<file path="src/fns_pkg.sv">
// fns_pkg: field layout, control codes and reset values of the synthesizer
// configuration words. Assumes a 32-bit word arrives with control bits in [2:0].
package fns_pkg;
	localparam int FNS_CTRL_LSB = 0;
	localparam int FNS_CTRL_W = 3;
	localparam logic [2:0] FNS_SEL_FRACTIONAL_WORD_INT = 3'h0;
	localparam logic [2:0] FNS_SEL_PHASE = 3'h1;
	localparam logic [2:0] FNS_SEL_MOD_REF = 3'h2;
	localparam logic [2:0] FNS_SEL_FUNCTION = 3'h3;
	localparam logic [2:0] FNS_SEL_CLK_DIV = 3'h4;
	// fraction/integer word
	localparam int FNS_FRACTIONAL_WORD_LSB = 3;
	localparam int FNS_INT_LSB = 15;
	localparam int FNS_MUX_LSB = 27;
	// phase word
	localparam int FNS_PHASE_LSB = 3;
	// modulus/reference word
	localparam int FNS_MOD_LSB = 3;
	localparam int FNS_RCNT_LSB = 15;
	localparam int FNS_DBL_BIT = 20;
	localparam int FNS_HALF_BIT = 21;
	localparam int FNS_PRESC_BIT = 22;
	localparam int FNS_CP_LSB = 24;
	localparam int FNS_CSR_BIT = 28;
	localparam int FNS_NOISE_LSB = 29;
	// function word
	localparam int FNS_CRST_BIT = 3;
	// clock divider word
	localparam int FNS_CDIV_LSB = 7;
	localparam int FNS_CDMODE_LSB = 19;
	// noise mode codes
	localparam logic [1:0] FNS_NOISE_LOWEST = 2'h0;
	localparam logic [1:0] FNS_NOISE_LOWSPUR = 2'h3;
	// reset values
	localparam logic [11:0] FNS_MOD_RST = 12'h002;
	localparam logic [11:0] FNS_PHASE_RST = 12'h001;
	localparam logic [11:0] FNS_INT_RST = 12'h017;
	localparam logic [4:0] FNS_RCNT_RST = 5'h01;
	localparam logic [3:0] FNS_CP_RST = 4'h0;

	typedef struct packed {
		logic [11:0] modulus_word;
		logic [11:0] phase_word;
		logic [4:0] ref_count;
		logic doubler_enable;
		logic reference_halver_enable;
		logic [3:0] cp_current;
	} fns_dbuf_type;
endpackage

</file>
<file path="src/fns_config_regs.sv">
// fns_config_regs: write-only configuration bank of a fractional-N synthesizer
// with its interpolator and reference path. Assumes a serial front end hands
// in whole 32-bit words with a one-cycle strobe on this clock; reference_input
// is an asynchronous pin.
// Operation
// host keeps fractional word below the modulus word
// output mux select comes from bits 30..27 of fraction word
// control code 001 writes the phase word
// control code 010 writes the modulus/reference word
// control code 011 writes the function word
// host keeps phase word below the modulus word
// phase offset step is 360 degrees over modulus; code saturates it at 4095 millidegrees for moduli below 88
// host should write phase one when phase features unused
// noise mode taken from bits 30..29 of modulus word
// lowest spur mode enables interpolator dither
// lowest noise mode disables dither, charge pump low-noise region
// slip reduction enable bit turns on cycle slip reduction
// charge pump current code from bits 27..24
// host picks 8/9 prescaler above 3 GHz
// host keeps division at least 23 or 75 per prescaler
// halver bit inserts divide-by-two after reference counter
// doubler bit doubles reference before the counter
// without doubler falling edge only, with doubler both edges
// reference counter divides by 1 through 32
// modulus field sets interpolator modulus
// counter reset bit holds all counters in reset
// control code 000 writes the fraction/integer word
// buffered settings apply only after a fraction word write
// control code 100 writes the clock divider word
// host writes zero into reserved bits
// interpolator adds fraction modulo modulus, carry adds one to divide
`timescale 1ns/1ns
module fns_config_regs
	import fns_pkg::*;
(
	input wire logic clock,
	input wire logic reset,
	input wire logic word_valid,
	input wire logic [31:0] word_data,
	input wire logic reference_input,
	output logic [3:0] output_mux_select,
	output logic [11:0] integer_word,
	output logic [11:0] fractional_word,
	output logic [11:0] modulus_word,
	output logic [11:0] phase_word,
	output logic [1:0] noise_mode,
	output logic dither_enable,
	output logic cp_low_noise,
	output logic slip_reduction_enable,
	output logic [3:0] cp_current,
	output logic prescaler_high,
	output logic counter_reset,
	output logic [11:0] clock_div_value,
	output logic [1:0] clock_div_mode,
	output logic [11:0] phase_step_mdeg,
	output logic pfd_ref_pulse,
	output logic [12:0] divide_value,
	output logic [11:0] interp_acc
);
	fns_dbuf_type pend_q;
	fns_dbuf_type live_q;
	logic ref_s1_q;
	logic ref_s2_q;
	logic [2:0] sel_w;
	logic wr_fi_w;
	logic [12:0] acc_sum_w;
	logic carry_w;
	logic [11:0] acc_next_w;
	logic [11:0] step_w;
	logic [11:0] dither_q;
	logic [11:0] mod_safe_w;
	logic [23:0] step_calc_w;

	assign sel_w = word_data[FNS_CTRL_LSB +: FNS_CTRL_W];
	assign wr_fi_w = word_valid && (sel_w == FNS_SEL_FRACTIONAL_WORD_INT);

	// reference pin synchroniser
	always_ff @(posedge clock) begin
		if (reset) begin
			ref_s1_q <= 1'b0;
			ref_s2_q <= 1'b0;
		end else begin
			ref_s1_q <= reference_input;
			ref_s2_q <= ref_s1_q;
		end
	end

	// fraction/integer word, also the load point of the buffered settings
	always_ff @(posedge clock) begin
		if (reset) begin
			output_mux_select <= 4'h0;
			integer_word <= FNS_INT_RST;
			fractional_word <= 12'h000;
		end else if (wr_fi_w) begin
			output_mux_select <= word_data[FNS_MUX_LSB +: 4];
			integer_word <= word_data[FNS_INT_LSB +: 12];
			fractional_word <= word_data[FNS_FRACTIONAL_WORD_LSB +: 12];
		end
	end

	// first stage of the buffered settings
	always_ff @(posedge clock) begin
		if (reset) begin
			pend_q.modulus_word <= FNS_MOD_RST;
			pend_q.phase_word <= FNS_PHASE_RST;
			pend_q.ref_count <= FNS_RCNT_RST;
			pend_q.doubler_enable <= 1'b0;
			pend_q.reference_halver_enable <= 1'b0;
			pend_q.cp_current <= FNS_CP_RST;
		end else if (word_valid && sel_w == FNS_SEL_PHASE) begin
			pend_q.phase_word <= word_data[FNS_PHASE_LSB +: 12];
		end else if (word_valid && sel_w == FNS_SEL_MOD_REF) begin
			pend_q.modulus_word <= word_data[FNS_MOD_LSB +: 12];
			pend_q.ref_count <= word_data[FNS_RCNT_LSB +: 5];
			pend_q.doubler_enable <= word_data[FNS_DBL_BIT];
			pend_q.reference_halver_enable <= word_data[FNS_HALF_BIT];
			pend_q.cp_current <= word_data[FNS_CP_LSB +: 4];
		end
	end

	// second stage: a fraction word write makes pending settings live
	always_ff @(posedge clock) begin
		if (reset) begin
			live_q.modulus_word <= FNS_MOD_RST;
			live_q.phase_word <= FNS_PHASE_RST;
			live_q.ref_count <= FNS_RCNT_RST;
			live_q.doubler_enable <= 1'b0;
			live_q.reference_halver_enable <= 1'b0;
			live_q.cp_current <= FNS_CP_RST;
		end else if (wr_fi_w) begin
			live_q <= pend_q;
		end
	end

	// unbuffered fields of the modulus/reference word
	always_ff @(posedge clock) begin
		if (reset) begin
			noise_mode <= FNS_NOISE_LOWEST;
			slip_reduction_enable <= 1'b0;
			prescaler_high <= 1'b0;
		end else if (word_valid && sel_w == FNS_SEL_MOD_REF) begin
			noise_mode <= word_data[FNS_NOISE_LSB +: 2];
			slip_reduction_enable <= word_data[FNS_CSR_BIT];
			prescaler_high <= word_data[FNS_PRESC_BIT];
		end
	end

	// dither and charge pump region follow the noise mode
	always_ff @(posedge clock) begin
		if (reset) begin
			dither_enable <= 1'b0;
			cp_low_noise <= 1'b1;
		end else begin
			dither_enable <= (noise_mode == FNS_NOISE_LOWSPUR);
			cp_low_noise <= (noise_mode == FNS_NOISE_LOWEST);
		end
	end

	// function word: counter reset bit only; others are not modelled
	always_ff @(posedge clock) begin
		if (reset)
			counter_reset <= 1'b0;
		else if (word_valid && sel_w == FNS_SEL_FUNCTION)
			counter_reset <= word_data[FNS_CRST_BIT];
	end

	// clock divider word is stored for the resync timer outside
	always_ff @(posedge clock) begin
		if (reset) begin
			clock_div_value <= 12'h000;
			clock_div_mode <= 2'h0;
		end else if (word_valid && sel_w == FNS_SEL_CLK_DIV) begin
			clock_div_value <= word_data[FNS_CDIV_LSB +: 12];
			clock_div_mode <= word_data[FNS_CDMODE_LSB +: 2];
		end
	end

	// live copies driven out from flops
	always_ff @(posedge clock) begin
		if (reset) begin
			modulus_word <= FNS_MOD_RST;
			phase_word <= FNS_PHASE_RST;
			cp_current <= FNS_CP_RST;
		end else begin
			modulus_word <= live_q.modulus_word;
			phase_word <= live_q.phase_word;
			cp_current <= live_q.cp_current;
		end
	end

	// phase step in millidegrees; a zero modulus is treated as one
	assign mod_safe_w = (live_q.modulus_word == 12'h000) ? 12'h001
		: live_q.modulus_word;
	assign step_calc_w = 24'h057E40 / {12'h000, mod_safe_w};

	always_ff @(posedge clock) begin
		if (reset)
			phase_step_mdeg <= 12'h000;
		else
			phase_step_mdeg <= (step_calc_w > 24'h000FFF) ? 12'hFFF
				: step_calc_w[11:0];
	end

	fns_ref_path u_ref (
		.clock(clock),
		.reset(reset),
		.hold(counter_reset),
		.ref_sync(ref_s2_q),
		.doubler_enable(live_q.doubler_enable),
		.reference_halver_enable(live_q.reference_halver_enable),
		.ref_count(live_q.ref_count),
		.pfd_ref_pulse(pfd_ref_pulse)
	);

	// interpolator; dither adds a small lfsr bit to the step, the limited
	// randomisation trades spectral purity for area
	always_ff @(posedge clock) begin
		if (reset)
			dither_q <= 12'hACE;
		else if (pfd_ref_pulse)
			dither_q <= {dither_q[10:0],
				dither_q[11] ^ dither_q[10] ^ dither_q[9] ^ dither_q[3]};
	end

	assign step_w = fractional_word;
	assign acc_sum_w = {1'b0, interp_acc} + {1'b0, step_w}
		+ {12'h000, dither_enable & dither_q[0]};
	assign carry_w = acc_sum_w >= {1'b0, live_q.modulus_word};
	assign acc_next_w = carry_w
		? 12'(acc_sum_w - {1'b0, live_q.modulus_word}) : acc_sum_w[11:0];

	always_ff @(posedge clock) begin
		if (reset || counter_reset) begin
			interp_acc <= 12'h000;
			divide_value <= {1'b0, FNS_INT_RST};
		end else if (wr_fi_w) begin
			// reload seeds the accumulator with the phase word
			interp_acc <= pend_q.phase_word;
			divide_value <= {1'b0, integer_word};
		end else if (pfd_ref_pulse) begin
			interp_acc <= acc_next_w;
			divide_value <= {1'b0, integer_word} + {12'h000, carry_w};
		end
	end
endmodule

</file>
<file path="src/fns_ref_path.sv">
// fns_ref_path: reference doubler, 5-bit counter and halver feeding the
// phase_freq_detector reference. Assumes reference_input is already synced.
`timescale 1ns/1ns
module fns_ref_path
	import fns_pkg::*;
(
	input wire logic clock,
	input wire logic reset,
	input wire logic hold,
	input wire logic ref_sync,
	input wire logic doubler_enable,
	input wire logic reference_halver_enable,
	input wire logic [4:0] ref_count,
	output logic pfd_ref_pulse
);
	logic ref_prev_q;
	logic [4:0] rcnt_q;
	logic half_q;
	logic edge_w;
	logic rdone_w;

	// doubler takes both edges, otherwise the falling edge only
	assign edge_w = doubler_enable ? (ref_sync ^ ref_prev_q)
		: (ref_prev_q & ~ref_sync);
	// counter code 0 divides by 32, code n by n
	assign rdone_w = edge_w && (rcnt_q == (ref_count - 5'h01));

	always_ff @(posedge clock) begin
		if (reset)
			ref_prev_q <= 1'b0;
		else
			ref_prev_q <= ref_sync;
	end

	always_ff @(posedge clock) begin
		if (reset || hold) begin
			rcnt_q <= 5'h00;
		end else if (rdone_w) begin
			rcnt_q <= 5'h00;
		end else if (edge_w) begin
			rcnt_q <= rcnt_q + 5'h01;
		end
	end

	always_ff @(posedge clock) begin
		if (reset || hold) begin
			half_q <= 1'b0;
			pfd_ref_pulse <= 1'b0;
		end else begin
			if (rdone_w)
				half_q <= ~half_q;
			pfd_ref_pulse <= rdone_w
				&& (!reference_halver_enable || half_q);
		end
	end
endmodule

</file>
<file path="config.mk">
export PLATFORM = sky130hd
export DESIGN_NAME = fns_config_regs
export DESIGN_NICKNAME = d
export VERILOG_FILES = /design/src/fns_pkg.sv /design/src/fns_config_regs.sv /design/src/fns_ref_path.sv
export SDC_FILE = /design/constraint.sdc
export NUM_CORES = 1
export LEC_CHECK = 0
export BUFFER_PORTS_ARGS = -buffer_cell sky130_fd_sc_hd__clkbuf_2
export CAP_MARGIN = 20
export CORE_UTILIZATION = 58
export DETAILED_ROUTE_END_ITERATION = 10
export MAX_ROUTING_LAYER = met4
export PLACE_DENSITY_LB_ADDON = 0.25
export SYNTH_ARGS = -nofsm -noshare
export SYNTH_HDL_FRONTEND = slang
export SYNTH_SLANG_ARGS = --single-unit
</file>
<file path="constraint.sdc">
create_clock -name clock -period 58.1 [get_ports clock]
set_input_delay 8.715 -clock clock [delete_from_list [all_inputs] [get_ports clock]]
set_output_delay 8.715 -clock clock [all_outputs]
set_load 0.03 [all_outputs]
</file>
==> metrics.csv, run 1 <==
stage;metric;value;unit
run_status;status;complete, no violations;
timing;final worst-path cycle share;0.929;
detailed_routing;DR pass1 iterations;9;
placed_design;Final HPWL DP;49100;um
logic_synthesis;Mapped Nets;3280;
clocking;TritonCTS buffer count;23;
placed_design;port bufs;149;
run;max-cap viol count;0;
logic_synthesis;post-synth top area cell;dfxtp_1;
timing;worst slew pin tran;1.05;ns
global_routing;initial antenna violation count;1;
global_routing;Global Route met3 Usage;0.0443;
cells_and_area;most frequent cells in the layout;nand2_1, a21oi_1, ha_1;
global_routing;M1 GR Usage;0.415;
timing;Peak Freq;0.0185;GHz
floorplanning;core area;37800;sq um
clocking;CTS tree;yes;
timing;Final Max Slew Viols;0;
logic_synthesis;cell area after synthesis;22300;sq um
logic_synthesis;post-synthesis compound-gate area fraction;0.287;
logic_synthesis;cells after synthesis;3006;
worst_setup_path;endpoint type of the worst setup path;flop;
hold_path;worst min path class;flop to flop;
logic_synthesis;Yosys cell types;114;
floorplanning;row count;71;
timing;slew margin rel.;0.300;
placed_design;placed insts;3594;
cells_and_area;layout cell share with drive strength beyond 1;0.118;
worst_setup_path;crit path kind;flop to flop;
logic_synthesis;post-synthesis sequential area ratio;0.185;
cells_and_area;Finished Layout Cells;3639;
logic_synthesis;Post-Synth Simple-Gate Area;0.241;
clocking;clk sinks;206;
global_routing;grt peak-use layer;met2;
worst_setup_path;slowest stage delay, CP;0.62;ns
detailed_routing;wire length per cell;18.0;um
worst_setup_path;Required @ worst endpoint;58.49;ns
detailed_routing;vias;22790;
global_routing;GR Util met2;0.577;
logic_synthesis;dominant synthesized flop cell;dfxtp_1;
timing;Setup TNS;0;ns
logic_synthesis;register bit total from synthesis;206;
timing;setup slack after layout;4.10;ns
cells_and_area;Final nets;3386;
timing;crit path time final;54.00;ns
logic_synthesis;Yosys Warn Count;0;
detailed_routing;# DRC;0;
global_routing;Global Route Usage Sum;0.341;
floorplanning;Die Span Y;198;um
placed_design;Placer Congestion;0.947;
timing;Worst Skew;0.0365;ns
logic_synthesis;synth top area cells;dfxtp_1, ha_1, nand2_1;
global_routing;grt ovf;0;
cells_and_area;commonest non-fill, non-tap cell in the layout;nand2_1;
floorplanning;die area;39200;sq um
logic_synthesis;ys async rst share;0;
worst_setup_path;Critical Path AT;54.39;ns
worst_setup_path;Worst Path Max Fanout;22;
floorplanning;die width;198;um
logic_synthesis;post-synthesis xor/xnor area fraction;0.0710;
timing;final hold vios;0;
floorplanning;Initial Util;0.590;
logic_synthesis;EDFF count, synth;0;
global_routing;vias in the first global route;22174;
logic_synthesis;syn_area_per_cell;7.41;sq um
floorplanning;I/O pins;151;
worst_setup_path;crit start category;flop;
global_routing;pin count of the biggest net entering global routing;101;
logic_synthesis;adder-cell area share of the yosys netlist;0.136;
worst_setup_path;slowest CP cell;a2111oi_2;
detailed_routing;antenna-violating nets left;0;
clocking;deepest clock path buffer count;3;
detailed_routing;initial DRC count;1647;
cells_and_area;area grow syn2layout;9.15;%
logic_synthesis;largest family of logic cells by synthesized area;compound AO/OA/AOI/OAI gates;
logic_synthesis;area share of the largest cell type after synthesis;0.185;
logic_synthesis;post-synthesis mux area share;0.0395;
timing;# setup viols final;0;
worst_setup_path;CP most frequent cell;a21oi_1;
detailed_routing;wirelength, routed;65500;um
placed_design;Setup WS pre-CTS;3.06;ns
clocking;clock latency on the worst-skew pair;0.54;ns
clocking;Clock transition at path regs;0.06;ns
detailed_routing;Avg Vias per Cell;6.26;
clocking;Root Buffer;clkbuf_16;
global_routing;first-pass GRT wire length;107000;um
clocking;CTS H-tree depth;1;
## flip-flops by register name, indices dropped and copies added (netlist names), 2 cells and up
name               cells
phase_word            12
noise_mode             2
phase_step_mdeg       12
dither_q              12
u_ref.rcnt_q           5
divide_value          13
interp_acc            12
clock_div_mode         2
clock_div_value       12
fractional_word       12
output_mux_select      4
integer_word          12
modulus_word          12
live_q                35
cp_current             4
pend_q                35
## per-layer routing
layer  part of all wire  wire [um]
met5                  0          0
met4              0.029       1900
met3              0.058       3810
met2               0.47      30900
met1               0.44      28900
## critical path: cells and delay by family (launching register included)
family,cells,cell delay [ns]
AO/OA/AOI/OAI,127,27.24
AND/OR/NAND/NOR,75,14.05
adder cells (fa/ha/maj),23,7.59
buffers and inverters,17,2.98
multiplexers,4,1.37
flip-flops,1,0.49
## Yosys cell counts, types with 38 or more instances
| master | number |
|---|---|
| nand2_1 | 447 |
| a21oi_1 | 320 |
| ha_1 | 230 |
| nor2_1 | 216 |
| dfxtp_1 | 206 |
| o21ai_0 | 152 |
| xnor2_1 | 110 |
| inv_1 | 107 |
| clkbuf_1 | 88 |
| nor3_1 | 84 |
| a21o_1 | 76 |
| o21a_1 | 73 |
| xor2_1 | 65 |
| nor2b_1 | 54 |
| nand3_1 | 50 |
| nand2b_1 | 48 |
| o211ai_1 | 47 |
| nand4_1 | 41 |
| mux2_2 | 40 |
| mux2i_1 | 38 |
## area by class of cell
cell class | count | area (sq um)
inverters | 108 | 405
repair buffers | 194 | 1090
clock buffers | 30 | 632
well taps | 511 | 639
clock inverters | 10 | 73.8
flip-flops and latches | 206 | 4130
diodes | 1 | 2.50
multi-input cells | 2579 | 17300
fillers | 3361 | 13400
## path summary, 6_finish.rpt
| path | slack [ns] | from | depth (start not counted) | to |
|---|---|---|---|---|
| setup / recovery | 4.10 | live_q[34] | 246 | phase_step_mdeg[0] |
| hold / removal | 0.44 | ref_s1_q | 1 | ref_s2_q |
| setup reg to reg | 4.10 | live_q[34] | 246 | phase_step_mdeg[0] |
| hold reg to reg | 0.44 | ref_s1_q | 1 | ref_s2_q |
## cell families (layout without fill, tap and decap cells)
family	count (synthesis)	in the layout
XOR/XNOR	177	177
AND/OR/NAND/NOR	1116	1116
multiplexers	81	81
adder cells (fa/ha/maj)	238	238
AO/OA/AOI/OAI	966	966
flip-flops	206	206
other	1	2
buffers and inverters	221	342
## per-stage QoR
step	hold slack (ns)	area, sq um	util
final	0.440	24300	0.644
after floorplan	0.414	22300	-
after global placement	0.424	23500	0.622
after detailed placement	0.433	23500	0.622
after CTS	0.448	24200	0.641
after global routing	0.459	24300	0.644
## timing repair
action | in CTS | in global routing
setup buffers | 0 | 4
resized for setup | 0 | 21
setup endpoints to repair | 0 | 2
hold buffers | 0 | 0
Power of run 1 is left out: the tool's default activity adds up to more than one toggle a clock period on the data nets, which glitch-free logic cannot reach.
==> run 2, diff against run 1 <==
--- a/config.mk
+++ b/config.mk
@@ -7,3 +7,3 @@
 export LEC_CHECK = 0
-export BUFFER_PORTS_ARGS = -buffer_cell sky130_fd_sc_hd__clkbuf_2
+export BUFFER_PORTS_ARGS = -buffer_cell sky130_fd_sc_hd__buf_2
 export CAP_MARGIN = 20
--- a/constraint.sdc
+++ b/constraint.sdc
@@ -3,2 +3,2 @@
 set_output_delay 8.715 -clock clock [all_outputs]
-set_load 0.03 [all_outputs]
+set_load 0.05 [all_outputs]
==> run 2 against run 1 <==
Count of clock-buffer cells in the layout grew 5. Worst setup slack improved by 0.27 ns. Global-route usage grew 0.34 points. Fmax increased by 0.49%. Die area stayed put. Clock skew shrank 0.0070 ns. Critical path depth rose by 2. Critical endpoint unchanged. Highest routed layer unchanged.
==> metrics.csv, run 2 (synthesis gave the netlist of run 1 again) <==
stage;metric;value;unit
cells_and_area;most frequent cells in the layout;nand2_1, a21oi_1, ha_1;
timing;final worst-path cycle share;0.925;
detailed_routing;initial DRC count;1664;
floorplanning;die area;39200;sq um
timing;hold_ws;0.434;ns
worst_setup_path;crit start category;flop;
global_routing;first-pass GRT wire length;108000;um
detailed_routing;wirelength, routed;66500;um
timing;crit path time final;53.74;ns
global_routing;grt ovf;0;
cells_and_area;area grow syn2layout;9.99;%
cells_and_area;layout cell share with drive strength beyond 1;0.123;
worst_setup_path;RR Startpoint;live_q[34];
clocking;clock latency on the worst-skew pair;0.55;ns
run_status;status;complete, no violations;
floorplanning;core area;37800;sq um
placed_design;placed insts;3604;
timing;slew margin rel.;0.293;
run;max-cap viol count;0;
floorplanning;die width;198;um
worst_setup_path;Critical Path Start;live_q[34];
worst_setup_path;worst r2r dst;phase_step_mdeg[0];
detailed_routing;Avg Vias per Cell;6.29;
worst_setup_path;worst r2r path cells;248;
detailed_routing;# DRC;0;
floorplanning;I/O pins;151;
cells_and_area;Finished Layout Cells;3653;
floorplanning;Die Span Y;198;um
cells_and_area;commonest non-fill, non-tap cell in the layout;nand2_1;
global_routing;Global Route Usage Sum;0.344;
detailed_routing;antenna-violating nets left;0;
cells_and_area;biggest regs;live_q (35), pend_q (35), divide_value (13);
cells_and_area;Final Util;0.649;
clocking;Clock transition at path regs;0.06;ns
hold_path;Worst Hold End;ref_s2_q;
worst_setup_path;slowest CP cell;a2111oi_2;
timing;Setup TNS;0;ns
detailed_routing;vias;22963;
global_routing;initial antenna violation count;0;
worst_setup_path;endpoint type of the worst setup path;flop;
clocking;clk sinks;206;
detailed_routing;DR pass1 iterations;6;
clocking;CTS H-tree depth;1;
worst_setup_path;Required @ worst endpoint;58.49;ns
hold_path;worst hold start;ref_s1_q;
floorplanning;Initial Util;0.590;
placed_design;port bufs;149;
timing;Peak Freq;0.0186;GHz
worst_setup_path;Worst Path Max Fanout;20;
clocking;deepest clock path buffer count;3;
cells_and_area;Antenna Cells;0;
worst_setup_path;slowest stage delay, CP;0.62;ns
clocking;TritonCTS buffer count;24;
worst_setup_path;Reg2Reg Setup Slack;4.36;ns
hold_path;Hold Crit Depth;1;
timing;worst slew pin tran;1.06;ns
timing;# setup viols final;0;
placed_design;Placer Congestion;0.968;
worst_setup_path;crit path kind;flop to flop;
global_routing;pin count of the biggest net entering global routing;96;
cells_and_area;Final nets;3399;
hold_path;worst min path class;flop to flop;
clocking;Root Buffer;clkbuf_16;
placed_design;Final HPWL DP;50000;um
detailed_routing;wire length per cell;18.2;um
worst_setup_path;Critical Path AT;54.13;ns
floorplanning;row count;71;
timing;final hold vios;0;
clocking;CTS tree;yes;
timing;Final Max Slew Viols;0;
timing;Worst Skew;0.0295;ns
global_routing;vias in the first global route;22099;
worst_setup_path;CP most frequent cell;o21ai_0;
[run 2: changes by cell type in the layout (fill, tap and decap cells not counted), sizes merged]
cell      delta
clkbuf     -143
bufinv       +1
buf        +160
diode        -1
clkinvlp     -1
clkinv       -1
inv          -1
[run 2: worst max path at each step]
stage	end	slack (ns)	cells past startpoint
global route	phase_step_mdeg[0]	-0.02	251
CTS	phase_step_mdeg[0]	2.80	250
finish	phase_step_mdeg[0]	4.36	248
floorplan	phase_step_mdeg[0]	7.93	269
global placement	phase_step_mdeg[0]	4.29	250
detailed placement	phase_step_mdeg[0]	3.08	250
[run 2: final cells by class]
type | instances | area, sq um
inverters | 108 | 405
fillers | 3408 | 13300
repair buffers | 206 | 1180
clock inverters | 8 | 80.1
flip-flops and latches | 206 | 4130
multi-input cells | 2579 | 17300
well taps | 511 | 639
clock buffers | 35 | 733
[run 2: metrics by stage]
step,worst slack [ns],instance area [sq um]
6_report,4.36,24500
5_1_grt,-0.0151,24500
4_1_cts,2.80,24400
3_5_place_dp,3.08,23600
3_3_place_gp,4.29,23600
2_1_floorplan,7.93,22300
[run 2: routing by layer]
| metal | global-route usage | up-vias | routed length [um] |
|---|---|---|---|
| met2 | 0.574 | 794 | 31500 |
| li1 | - | 11236 | - |
| met5 | - | - | 0 |
| met1 | 0.432 | 10792 | 29000 |
| met3 | 0.0402 | 141 | 4190 |
| met4 | 0.109 | 0 | 1700 |
[run 2: worst max-delay path: cells and delay by family (launching register included)]
kind / cells / cell delay [ns]
flops: 1 / 0.48
buf+inv: 16 / 2.80
fa+ha+maj: 23 / 7.58
simple gates: 77 / 14.32
mux: 4 / 1.52
compound gates: 128 / 26.81
[run 2: repair_timing]
item / in CTS / in global routing
setup buffers: 0 / 6
gates resized for setup: 0 / 20
hold buffers: 0 / 0
hold endpoints to repair: 0 / 0
setup endpoints to repair: 0 / 2
Power of run 2 is left out for the same reason.
